File: src/logic/mode_ctrl_consts.vh
/*
 * Constants for the chip mode transition controller: register offsets,
 * mode codes, field positions and reset values.
 * Assumes inclusion by the controller module only; definitions only.
 */
// Function
// Reset assertion enters virtual reset mode; stays until all resources ready.
// Reset deassertion moves the chip to the startup run mode.
// Only startup mode opens user modes; safe, test, user may return to it.
// Test mode entered only from startup; leaves only to startup or reset.
// Failure or software request from startup/user enters safe mode, safe config.
// Safe mode leaves only by software to startup, or by reset.
// User modes entered by software, or from low-power on interrupt or wakeup.
// Light sleep entered only from user mode; core clock stopped.
// Light sleep exits on interrupt to run, on failure to safe, or reset.
// Deep sleep entered from run mode; exits on interrupt, wakeup, failure, reset.
// Only startup, safe, test and user modes run software.
// Each invalid transition cause has its own status bit.
// Mode transition events raise maskable interrupts.
// Peripheral clocks gated by per-mode run and low-power sets; status readable.
// Mode enable register limits modes; global status shows mode and resources.
// No external pins are driven or sampled.
// Unused address or read-only write changes nothing and signals an error.
// Safe clock request forces the internal oscillator as system clock.
// Disabled or illegal software request is rejected and flagged.
`ifndef MODE_CTRL_CONSTS_VH
`define MODE_CTRL_CONSTS_VH

// ----------------------------------------------------------------------------
// Register offsets
// ----------------------------------------------------------------------------
`define OFS_GLOBAL_STATUS 12'h000
`define OFS_MODE_CONTROL 12'h004
`define OFS_MODE_ENABLE 12'h008
`define OFS_INT_STATUS 12'h00C
`define OFS_INT_MASK 12'h010
`define OFS_INVALID_STATUS 12'h014
`define OFS_MODE_CFG_BASE 12'h020
`define OFS_PERIPH_STATUS 12'h060
`define OFS_RUN_PC_BASE 12'h080
`define OFS_LP_PC_BASE 12'h0A0
`define OFS_PCTL_BASE 12'h0C0

// ----------------------------------------------------------------------------
// Mode codes (also index of the per-mode configuration word)
// ----------------------------------------------------------------------------
`define MODE_RESET 4'h0
`define MODE_TEST 4'h1
`define MODE_SAFE 4'h2
`define MODE_STARTUP_RUN_MODE 4'h3
`define MODE_RUN0 4'h4
`define MODE_RUN3 4'h7
`define MODE_HALT 4'h8
`define MODE_STOP 4'hA

// ----------------------------------------------------------------------------
// Field positions and reset values
// ----------------------------------------------------------------------------
`define MCTL_KEY 16'h5AF0
`define MCTL_KEY_INV 16'hA50F
`define MODE_ENABLE_RST 16'h000F
`define MODE_CFG_RST 32'h0000_0010
`define CFG_CORE_CLK_OFF 16
`define CFG_SAFE_VALUE 32'h0000_0000
`define IRQ_TRANSITION 0
`define IRQ_SAFE 1
`define IRQ_INVALID 3
`define INV_DISABLED 0
`define INV_ILLEGAL 1
`define INV_BUSY 2
`define INV_BADKEY 3

`endif

File: src/logic/mode_ctrl.v
/*
 * Chip mode transition controller with APB register file, per-mode
 * configuration, interrupts and peripheral clock gating.
 * Assumes reset generation, failure and wakeup inputs come from logic on pclk.
 */
// Implementation choices: the APB register port and the register addresses.
`timescale 1ns/1ps
`include "mode_ctrl_consts.vh"

module mode_ctrl #(
    parameter NPERIPH = 8
) (
    // Clock, reset, enable
    input wire pclk,
    input wire presetn,
    input wire clk_en,
    // APB slave
    input wire psel,
    input wire penable,
    input wire pwrite,
    input wire [11:0] paddr,
    input wire [31:0] pwdata,
    output reg [31:0] prdata,
    output wire pready,
    output wire pslverr,
    // System events, all from internal logic; no device pins
    input wire sys_reset_active,
    input wire resources_ready,
    input wire safe_clk_req,
    input wire hw_failure,
    input wire wake_irq,
    input wire wake_event,
    // Mode outputs
    output reg [3:0] current_mode,
    output reg [31:0] active_cfg,
    output reg [3:0] sys_clk_sel,
    output reg core_clk_en,
    output reg sw_running,
    output reg [NPERIPH-1:0] periph_clk_en,
    output wire irq
);

    // ------------------------------------------------------------------------
    // Registers
    // ------------------------------------------------------------------------
    reg [3:0] target_mode;
    reg pending;
    reg [15:0] mode_enable;
    reg [3:0] int_status;
    reg [3:0] int_mask;
    reg [3:0] inv_status;
    reg [31:0] mode_cfg [0:15];
    reg [7:0] run_pc [0:7];
    reg [7:0] lp_pc [0:7];
    reg [7:0] pctl [0:NPERIPH-1];
    reg key_ok;
    integer i;
    integer j;

    wire access = psel & penable & clk_en;
    wire wr = access & pwrite;
    wire [11:0] a = paddr;
    wire is_cfg = (a[11:6] == 6'h00) & (a[5:2] >= 4'h8) & (a[5:2] != 4'hF);
    wire is_run = (a[11:5] == 7'h04);
    wire is_lp = (a[11:5] == 7'h05);
    wire is_pctl = (a[11:2] >= 10'h030) & (a[11:2] < (10'h030 + NPERIPH / 4));
    wire is_ps = (a == `OFS_PERIPH_STATUS);
    wire is_ro = (a == `OFS_GLOBAL_STATUS) | is_ps;
    wire is_rw = (a == `OFS_MODE_CONTROL) | (a == `OFS_MODE_ENABLE)
        | (a == `OFS_INT_STATUS) | (a == `OFS_INT_MASK)
        | (a == `OFS_INVALID_STATUS) | is_cfg | is_run | is_lp | is_pctl;
    wire err = ~(is_ro | is_rw) | (pwrite & is_ro);
    wire do_wr = wr & ~err;
    wire [3:0] cfg_idx = a[5:2] - 4'h8;

    assign pready = 1'b1;
    assign pslverr = psel & penable & err;
    assign irq = |(int_status & int_mask);

    // ------------------------------------------------------------------------
    // Software request legality
    // ------------------------------------------------------------------------
    wire mctl_wr = do_wr & (a == `OFS_MODE_CONTROL);
    wire [3:0] req = pwdata[31:28];
    wire req_user = (req >= `MODE_RUN0) & (req <= `MODE_RUN3);
    wire cur_user = (current_mode >= `MODE_RUN0) & (current_mode <= `MODE_RUN3);
    reg legal;
    always @* begin
        case (current_mode)
            `MODE_STARTUP_RUN_MODE: legal = req_user | (req == `MODE_TEST) | (req == `MODE_SAFE)
                | (req == `MODE_STARTUP_RUN_MODE);
            `MODE_TEST: legal = (req == `MODE_STARTUP_RUN_MODE);
            `MODE_SAFE: legal = (req == `MODE_STARTUP_RUN_MODE);
            `MODE_RUN0, 4'h5, 4'h6, `MODE_RUN3: legal = req_user | (req == `MODE_STARTUP_RUN_MODE)
                | (req == `MODE_SAFE) | (req == `MODE_HALT)
                | (req == `MODE_STOP);
            default: legal = 1'b0;
        endcase
    end
    wire bad_key = (pwdata[15:0] != `MCTL_KEY) & (pwdata[15:0] != `MCTL_KEY_INV);
    wire disabled = ~mode_enable[req];

    // ------------------------------------------------------------------------
    // Mode machine and register writes
    // ------------------------------------------------------------------------
    wire lp_mode = (current_mode == `MODE_HALT) | (current_mode == `MODE_STOP);
    wire wake = (current_mode == `MODE_HALT) ? wake_irq : (wake_irq | wake_event);
    reg [3:0] next_mode;
    reg next_event;
    reg [3:0] next_inv;

    always @* begin
        next_mode = current_mode;
        next_event = 1'b0;
        next_inv = 4'h0;
        if (current_mode == `MODE_RESET) begin
            if (!sys_reset_active && resources_ready) begin
                next_mode = `MODE_STARTUP_RUN_MODE;
            end
        end else if (hw_failure && current_mode != `MODE_SAFE
                     && current_mode != `MODE_TEST) begin
            next_mode = `MODE_SAFE;
        end else if (lp_mode && wake) begin
            next_mode = target_mode;
        end else if (mctl_wr && pwdata[15:0] == `MCTL_KEY) begin
            if (bad_key) next_inv[`INV_BADKEY] = 1'b1;
            else if (disabled) next_inv[`INV_DISABLED] = 1'b1;
            else if (!legal) next_inv[`INV_ILLEGAL] = 1'b1;
            else next_mode = req;
        end else if (mctl_wr && pwdata[15:0] == `MCTL_KEY_INV) begin
            next_inv = 4'h0;
        end else if (mctl_wr) begin
            next_inv[`INV_BADKEY] = 1'b1;
        end
        next_event = (next_mode != current_mode);
    end

    always @(posedge pclk or negedge presetn) begin
        if (!presetn) begin
            current_mode <= `MODE_RESET;
            target_mode <= `MODE_RUN0;
            pending <= 1'b0;
            key_ok <= 1'b0;
            mode_enable <= `MODE_ENABLE_RST;
            int_status <= 4'h0;
            int_mask <= 4'h0;
            inv_status <= 4'h0;
            for (i = 0; i < 16; i = i + 1) mode_cfg[i] <= `MODE_CFG_RST;
            for (i = 0; i < 8; i = i + 1) begin
                run_pc[i] <= 8'h00;
                lp_pc[i] <= 8'h00;
            end
            for (i = 0; i < NPERIPH; i = i + 1) pctl[i] <= 8'h00;
        end else if (clk_en) begin
            if (sys_reset_active) begin
                current_mode <= `MODE_RESET;
            end else begin
                current_mode <= next_mode;
            end
            if (mctl_wr && !bad_key) target_mode <= lp_mode ? target_mode
                : (req_user ? req : target_mode);
            if (lp_mode == 1'b0 && cur_user) target_mode <= current_mode;
            pending <= 1'b0;
            key_ok <= 1'b0;
            // Hardware set wins over a software clear in the same cycle.
            int_status <= (do_wr && a == `OFS_INT_STATUS ? int_status & ~pwdata[3:0]
                : int_status)
                | {next_inv != 4'h0, 1'b0, next_mode == `MODE_SAFE && next_event,
                   next_event};
            inv_status <= (do_wr && a == `OFS_INVALID_STATUS
                ? inv_status & ~pwdata[3:0] : inv_status) | next_inv;
            if (do_wr && a == `OFS_MODE_ENABLE) begin
                // Reset, startup, safe and test are always available.
                mode_enable <= pwdata[15:0] | `MODE_ENABLE_RST;
            end
            if (do_wr && a == `OFS_INT_MASK) int_mask <= pwdata[3:0];
            if (do_wr && is_cfg && cfg_idx != `MODE_RESET) mode_cfg[cfg_idx] <= pwdata;
            if (do_wr && is_run) run_pc[a[4:2]] <= pwdata[7:0];
            if (do_wr && is_lp) lp_pc[a[4:2]] <= pwdata[7:0];
            if (do_wr && is_pctl) begin
                for (i = 0; i < NPERIPH; i = i + 1) begin
                    if (a[11:2] == 10'h030 + i / 4) pctl[i] <= pwdata[8*(i%4) +: 8];
                end
            end
        end
    end

    // ------------------------------------------------------------------------
    // Mode-derived outputs and peripheral gating
    // ------------------------------------------------------------------------
    reg [NPERIPH-1:0] next_pclk;
    reg [2:0] sel;
    always @* begin
        sel = 3'h0;
        for (j = 0; j < NPERIPH; j = j + 1) begin
            sel = lp_mode ? pctl[j][5:3] : pctl[j][2:0];
            if (lp_mode) next_pclk[j] = lp_pc[sel][current_mode[3:1] & 3'h7];
            else next_pclk[j] = run_pc[sel][current_mode[2:0]];
        end
    end

    always @(posedge pclk or negedge presetn) begin
        if (!presetn) begin
            active_cfg <= `CFG_SAFE_VALUE;
            sys_clk_sel <= 4'h0;
            core_clk_en <= 1'b0;
            sw_running <= 1'b0;
            periph_clk_en <= {NPERIPH{1'b0}};
        end else if (clk_en) begin
            active_cfg <= (current_mode == `MODE_SAFE) ? `CFG_SAFE_VALUE
                : mode_cfg[current_mode];
            sys_clk_sel <= (safe_clk_req || current_mode == `MODE_SAFE)
                ? 4'h0 : mode_cfg[current_mode][3:0];
            core_clk_en <= ~lp_mode & (current_mode != `MODE_RESET);
            sw_running <= ~lp_mode & (current_mode != `MODE_RESET);
            periph_clk_en <= (current_mode == `MODE_RESET) ? {NPERIPH{1'b0}} : next_pclk;
        end
    end

    // ------------------------------------------------------------------------
    // Read data
    // ------------------------------------------------------------------------
    always @* begin
        prdata = 32'h0000_0000;
        case (1'b1)
            a == `OFS_GLOBAL_STATUS: prdata = {current_mode, 3'b000, pending,
                8'h00, resources_ready, safe_clk_req, core_clk_en, sw_running,
                sys_clk_sel, target_mode, 4'h0};
            a == `OFS_MODE_CONTROL: prdata = {target_mode, 12'h000, `MCTL_KEY};
            a == `OFS_MODE_ENABLE: prdata = {16'h0000, mode_enable};
            a == `OFS_INT_STATUS: prdata = {28'h0, int_status};
            a == `OFS_INT_MASK: prdata = {28'h0, int_mask};
            a == `OFS_INVALID_STATUS: prdata = {28'h0, inv_status};
            is_cfg: prdata = mode_cfg[cfg_idx];
            is_ps: prdata = {{(32-NPERIPH){1'b0}}, periph_clk_en};
            is_run: prdata = {24'h0, run_pc[a[4:2]]};
            is_lp: prdata = {24'h0, lp_pc[a[4:2]]};
            default: prdata = 32'h0000_0000;
        endcase
    end

endmodule

File: config.mk
export PLATFORM = sky130hd
export DESIGN_NAME = mode_ctrl
export DESIGN_NICKNAME = d
export VERILOG_FILES = /design/src/logic/mode_ctrl.v
export VERILOG_INCLUDE_DIRS = /design/src /design/src/logic
export SDC_FILE = /design/constraint.sdc
export NUM_CORES = 2
export LEC_CHECK = 0
export BUFFER_PORTS_ARGS = -buffer_cell sky130_fd_sc_hd__clkbuf_2
export CORE_MARGIN = 2
export CORE_UTILIZATION = 45
export CTS_BUF_LIST = sky130_fd_sc_hd__clkbuf_2 sky130_fd_sc_hd__clkbuf_4 sky130_fd_sc_hd__clkbuf_8
export CTS_CLUSTER_DIAMETER = 120
export CTS_CLUSTER_SIZE = 14
export DETAILED_ROUTE_END_ITERATION = 8
export GPL_ROUTABILITY_DRIVEN = 0
export HOLD_SLACK_MARGIN = 0.12
export PLACE_DENSITY = 0.71
export SETUP_SLACK_MARGIN = 0.5
export SYNTH_ARGS = -nofsm -noshare
export SYNTH_HDL_FRONTEND = slang
export SYNTH_SLANG_ARGS = --single-unit
File: constraint.sdc
create_clock -name pclk -period 2.9 [get_ports pclk]
set_input_delay 0.29 -clock pclk [delete_from_list [all_inputs] [get_ports pclk]]
set_output_delay 0.29 -clock pclk [all_outputs]
set_load 0.005 [all_outputs]
[After elaboration in Yosys (flattened, before gate mapping)]
Cells that the tools add are included.
Word-level totals
  flip-flop bits (word level): 765
  output and inout port bits: 85
  logic and storage cells: 363
Cells by class
  add/subtract/negate cells: 1
  order comparisons: 23
  equality and inequality tests: 34
  mux-type cells: 159
  bitwise operators: 54
  reduce and logical (&&, ||, !) cells: 42
Operators by type and width (number)
  bitwise mux 512 bit: 1
  binary-select mux 8 bit (select 3 bit): 18
  two-way mux 32 bit: 13
  two-way mux 8 bit: 41
  binary-select mux 32 bit (select 4 bit): 2
  bitwise mux 64 bit: 2
  demux 32 bit (select 4 bit): 1
  two-way mux 4 bit: 19
  binary-select mux 1 bit (select 3 bit): 16
  >= comparator 4 bit (second input constant): 10
  inverter 3 -> 4 bit: 9
  two-way mux 1 bit: 33
  demux 8 bit (select 3 bit): 1
  == test 12 x 4 -> 1 bit (second input constant): 2
  == test 12 x 5 -> 1 bit (second input constant): 2
  two-way mux 3 bit: 8
  == test 10 x 6 -> 1 bit (second input constant): 2
  == test 4 x 2 -> 1 bit (second input constant): 5
  logical AND 1 bit: 20
  OR 1 bit: 20
  == test 16 x 15 -> 1 bit (second input constant): 1
  == test 16 bit (second input constant): 1
  == test 4 x 3 -> 1 bit (second input constant): 4
  == test 4 bit (second input constant): 4
  42 further kinds: 78

[Depth between registers and ports, before layout]
  depth after elaboration: 23
  mapped depth: 12
  mapped depth without buffers: 7

[Least setup slack after synthesis]
Ideal clock, no wire load.
  path type: reg-to-reg
  start point: register current_mode[0]
  end point: register periph_clk_en[1]
  setup time: 0.086 ns
  data arrival time: 2.785 ns
  path slack: 0.029 ns
  stages on the path, launching flop included: 10
  clock period less this slack: 2.871 ns
  path through: dfrtp_1 -> buf_2 -> nor3b_2 -> buf_2 -> buf_6 -> mux2i_2 -> mux4_2 -> o2bb2ai_1 -> a221o_1 -> a32oi_1
Between the ends
  longest elaborated chain between the ends: 11
  elaborated cells between the ends (all ways): 18
  classes of those cells: 2 x eq/ne; 13 x mux; 2 x bitwise; 1 x reduce/logical
RTL lines
  start: declaration: line mode_ctrl.v:34  | output reg [3:0] current_mode,
  start signal: assignment: line mode_ctrl.v:140  | current_mode <= `MODE_RESET;
  start signal: assignment: line mode_ctrl.v:156  | current_mode <= `MODE_RESET;
  start signal: assignment: line mode_ctrl.v:158  | current_mode <= next_mode;
  == test 4 bit (no source line)
  OR 1 bit: line mode_ctrl.v:106  | wire lp_mode = (current_mode == `MODE_HALT) | (current_mode == `MODE_STOP);
  two-way mux 3 bit: line mode_ctrl.v:196  | sel = lp_mode ? pctl[j][5:3] : pctl[j][2:0];
  inverter 3 -> 4 bit (implied by the code): line mode_ctrl.v:197, mode_ctrl.v:198
  binary-select mux 8 bit (select 3 bit) (on tied branches): line mode_ctrl.v:198, mode_ctrl.v:197
  two-way mux 8 bit (on tied branches) (2 in series): line mode_ctrl.v:198, mode_ctrl.v:197
  binary-select mux 1 bit (select 3 bit) (on tied branches): line mode_ctrl.v:198, mode_ctrl.v:197
  two-way mux 1 bit (on tied branches): line mode_ctrl.v:198, mode_ctrl.v:197
  two-way mux 1 bit: line mode_ctrl.v:197  | if (lp_mode) next_pclk[j] = lp_pc[sel][current_mode[3:1] & 3'h7];
  two-way mux 8 bit *: line mode_ctrl.v:216  | periph_clk_en <= (current_mode == `MODE_RESET) ? {NPERIPH{1'b0}} : next_pclk;
  end signal: assignment: line mode_ctrl.v:208  | periph_clk_en <= {NPERIPH{1'b0}};
  end signal: assignment: line mode_ctrl.v:216
  end: declaration: line mode_ctrl.v:39  | output reg [NPERIPH-1:0] periph_clk_en,
Mark *: on every way between the ends. The rest lies on a longest branch, timed or not. The select of a mux whose other input is x is not followed.
A chain may end at the register's enable or synchronous reset.

[Worst setup path in the final report]
  start point: register run_pc[3] (netlist bit)
  end point: output port prdata[3]
Between the ends
  longest elaborated chain between the ends: 12
RTL lines
  start: declaration: line mode_ctrl.v:53  | reg [7:0] run_pc [0:7];
  start signal: indexed assignment: line mode_ctrl.v:178  | if (do_wr && is_run) run_pc[a[4:2]] <= pwdata[7:0];
  binary-select mux 8 bit (select 3 bit): line mode_ctrl.v:236  | is_run: prdata = {24'h0, run_pc[a[4:2]]};
  two-way mux 8 bit (implied by the code) (2 in series): line mode_ctrl.v:236
  two-way mux 8 bit (2 in series): line mode_ctrl.v:225  | case (1'b1)
  two-way mux 32 bit (7 in series): line mode_ctrl.v:225
  end: declaration: line mode_ctrl.v:23  | output reg [31:0] prdata,
Every way passes these cells. The select of a mux whose other input is x is not followed.

==> reports/results.ini <==
[timing]
rsz0062_at_grt=true
post-route-period-util_pct=109
whs_ps=163
worstMarginPinSlew_ps=744
worst_slack_ps=-260
slew_viol_final=0
finalCriticalPeriod_ps=3160
slew-limit-headroom_pct=50.4
setup_viol=12
timing.fmax_mhz=316
hold_viol_final=0
skew_ps=85.8

[power_and_ir_drop]
seqPwrFrac_pct=53.7
p_int_mw=14.5
switching_power_mw=5.75
clockPowerShare_pct=30.4
power_switching_share_pct=28.4
powerDensity_mw_per_mm2=383
ir_drop_mv=0.446
combPwrFrac_pct=15.9
leakagePower_nw=23.2

[route]
drc=45
post_drt_wl_per_cell_um=29.8
wl_um=155000
drtAntennaViolNets=0
dr.pass1.iters=9
via_per_inst=6.59
drt_iter0_markers=5124
vias=34200

[floorplanning]
die_area_sq_mm=0.101
initial_utilization_pct=45.2
coreArea_sq_mm=0.0981
row_count=115
die_w_um=318
io_pins=141
die_y_um=318

[final_layout]
final_common_cell=dfrtp_1
layoutNonFillerInstCount=5180
syn_to_final_growth_pct=18.9
finish.net_count=3912
drive_above_1_share_pct=44.1
nFillCells=7838
final_cell_mix=dfrtp_1, buf_4, mux2i_1

[clock_network]
clock_latency_ps=800
cts_buffer_depth=3
cts_tree=built
cts_root_buf=clkbuf_8
clkSinkCount=765
cts.clk_slew.worst_paths_ps=120
cts-htree-levels=2
cts_buffers=61

[grt]
grt_pass1_wl_um=225000
grt_overflow=0
grt_util_all_layers_pct=29.3
antenna_found_initial=8
grt_start_max_net_pins=98
grt_pass1_vias=33800

[place]
numPlacedInstances=4887
port_buffers=139
post-place-ws_ps=-454
dp_hpwl_um=98600

[yosys]
synth.distinct_cells=83
yosysWarnings=0
postSynthAreaPerCell_sq_um=11.8
synth_top_flop_cell=dfrtp_1
syn_area_sq_mm=0.0444
synth_edf_count=0
synth_top_area_cell=dfrtp_1
yosysTopAreaCellShare_pct=42.2
ys_seq_area_share_pct=43.2
ys_ff_latch=765
yosys-top-cells-area=dfrtp_1, mux4_2, mux2i_1
syn_inst=3752
synth.net_count=3808
synthArstFlopShare_pct=100

[critical_path]
endpoint_kind=primary output
path_class=reg -> out
start_kind=flop
crit_required_ps=2610
cp_max_fo=2
crit_arrival_ps=2870

[job]
maxCapViolations=0

[outcome]
violations=design-rule violations, negative setup slack
status=complete, but fails checks

[hold_path]
min_path_type=in -> reg

[power by group through the flow]
stage               Clock (mW)  Sequential (mW)  Combinational (mW)
finish                    6.13             10.9                3.22
global route              6.62             10.8                3.36
CTS                       6.20             10.8                2.88
detailed placement           0             11.0                2.35
global placement             0             11.0                2.34
floorplan                    0             11.0                1.36
[flip-flops by register name, summed over array words and instances, names as in the netlist]
| signal | flops |
|---|---|
| current_mode | 4 |
| int_status | 4 |
| run_pc | 64 |
| sw_running | 1 |
| lp_pc | 64 |
| active_cfg | 32 |
| pctl | 48 |
| target_mode | 4 |
| mode_cfg | 512 |
| inv_status | 4 |
| mode_enable | 12 |
| periph_clk_en | 8 |
| int_mask | 4 |
| sys_clk_sel | 4 |
[routing by layer]
metal,track usage (%),vias up,wire length [um]
met5,0.520,-,49
met4,14.7,8,11000
met3,10.1,749,19300
met2,43.5,2354,66200
met1,38.2,17100,58000
li1,-,14000,-
[through the flow]
| step | util (%) | TNS, ps | total power [mW] | cell area, sq um |
|---|---|---|---|---|
| floorplan | - | 0 | 12.3 | 44900 |
| CTS | 52.2 | -873 | 19.9 | 51300 |
| finish | 53.8 | -1170 | 20.2 | 52800 |
| detailed placement | 48.7 | -1670 | 13.4 | 47800 |
| global route | 53.8 | -2340 | 20.8 | 52800 |
| global placement | 48.7 | -1560 | 13.4 | 47800 |
[path summary, 6_finish.rpt]
check,cells after the start,end,start,slack (ps)
max,8,prdata[3],run_pc[3]$_DFFE_PN0P_,-260
min in group asynchronous,2,mode_cfg[311]$_DFFE_PN0P_,presetn,170
min,4,int_status[1]$_DFFE_PN0P_,pwdata[1],160
max reg2reg,13,periph_clk_en[7]$_DFFE_PN0P_,current_mode[2]$_DFFE_PN0P_,-90
max in group asynchronous,3,lp_pc[47]$_DFFE_PN0P_,presetn,1750
min reg2reg,0,mode_cfg[36]$_DFFE_PN1P_,mode_cfg[36]$_DFFE_PN1P_,370
[kinds of logic (layout without fill, tap and decap cells)]
family	after synthesis	in the layout	synth area share, %
buf+inv	762	901	7.25
flops	765	765	43.2
fa+ha+maj	1	1	0.0225
mux	1042	1042	33.3
other cells	1	2	0.00845
xor+xnor	1	1	0.0197
simple gates	576	576	6.49
compound gates	604	605	9.72
[cell usage after synthesis (47+ instances only)]
library cell / n
a211oi_1: 94
o21ai_0: 78
buf_1: 54
dfrtp_1: 748
nand4_1: 47
mux2_4: 154
mux2_2: 231
nand2_1: 255
nor2_1: 82
mux4_2: 261
buf_2: 86
clkbuf_1: 540
a21oi_1: 91
mux2i_1: 369
[final cells by class]
type | instances | area, sq um | area share (%)
Antenna cell | 1 | 2.50 | 0.00474
Clock buffer | 93 | 1080 | 2.05
Clock inverter | 6 | 76.3 | 0.145
Inverter | 32 | 124 | 0.235
Multi-Input combinational cell | 2226 | 23300 | 44.2
Sequential cell | 765 | 19200 | 36.4
Tap cell | 1287 | 1610 | 3.05
Timing Repair Buffer | 770 | 7350 | 13.9
[critical path: stages (launching register included)]
cell and delay [ps]:
dfrtp_1 400, mux4_2 460, mux2i_1 150, buf_4 230
o22ai_4 90, a221oi_2 210, a31oi_1 130, or2_4 270
clkbuf_2 120
[repair_timing]
item                                   4_1_cts  5_1_grt
hold buffers                                32        0
endpoints found under the hold margin      904        0
resized for setup                          235      151
pin swaps                                   79       71
setup endpoints to repair                   79       79
gates cloned                                18       15
buffers inserted                            71       57
(Power assumes the default switching activity.)
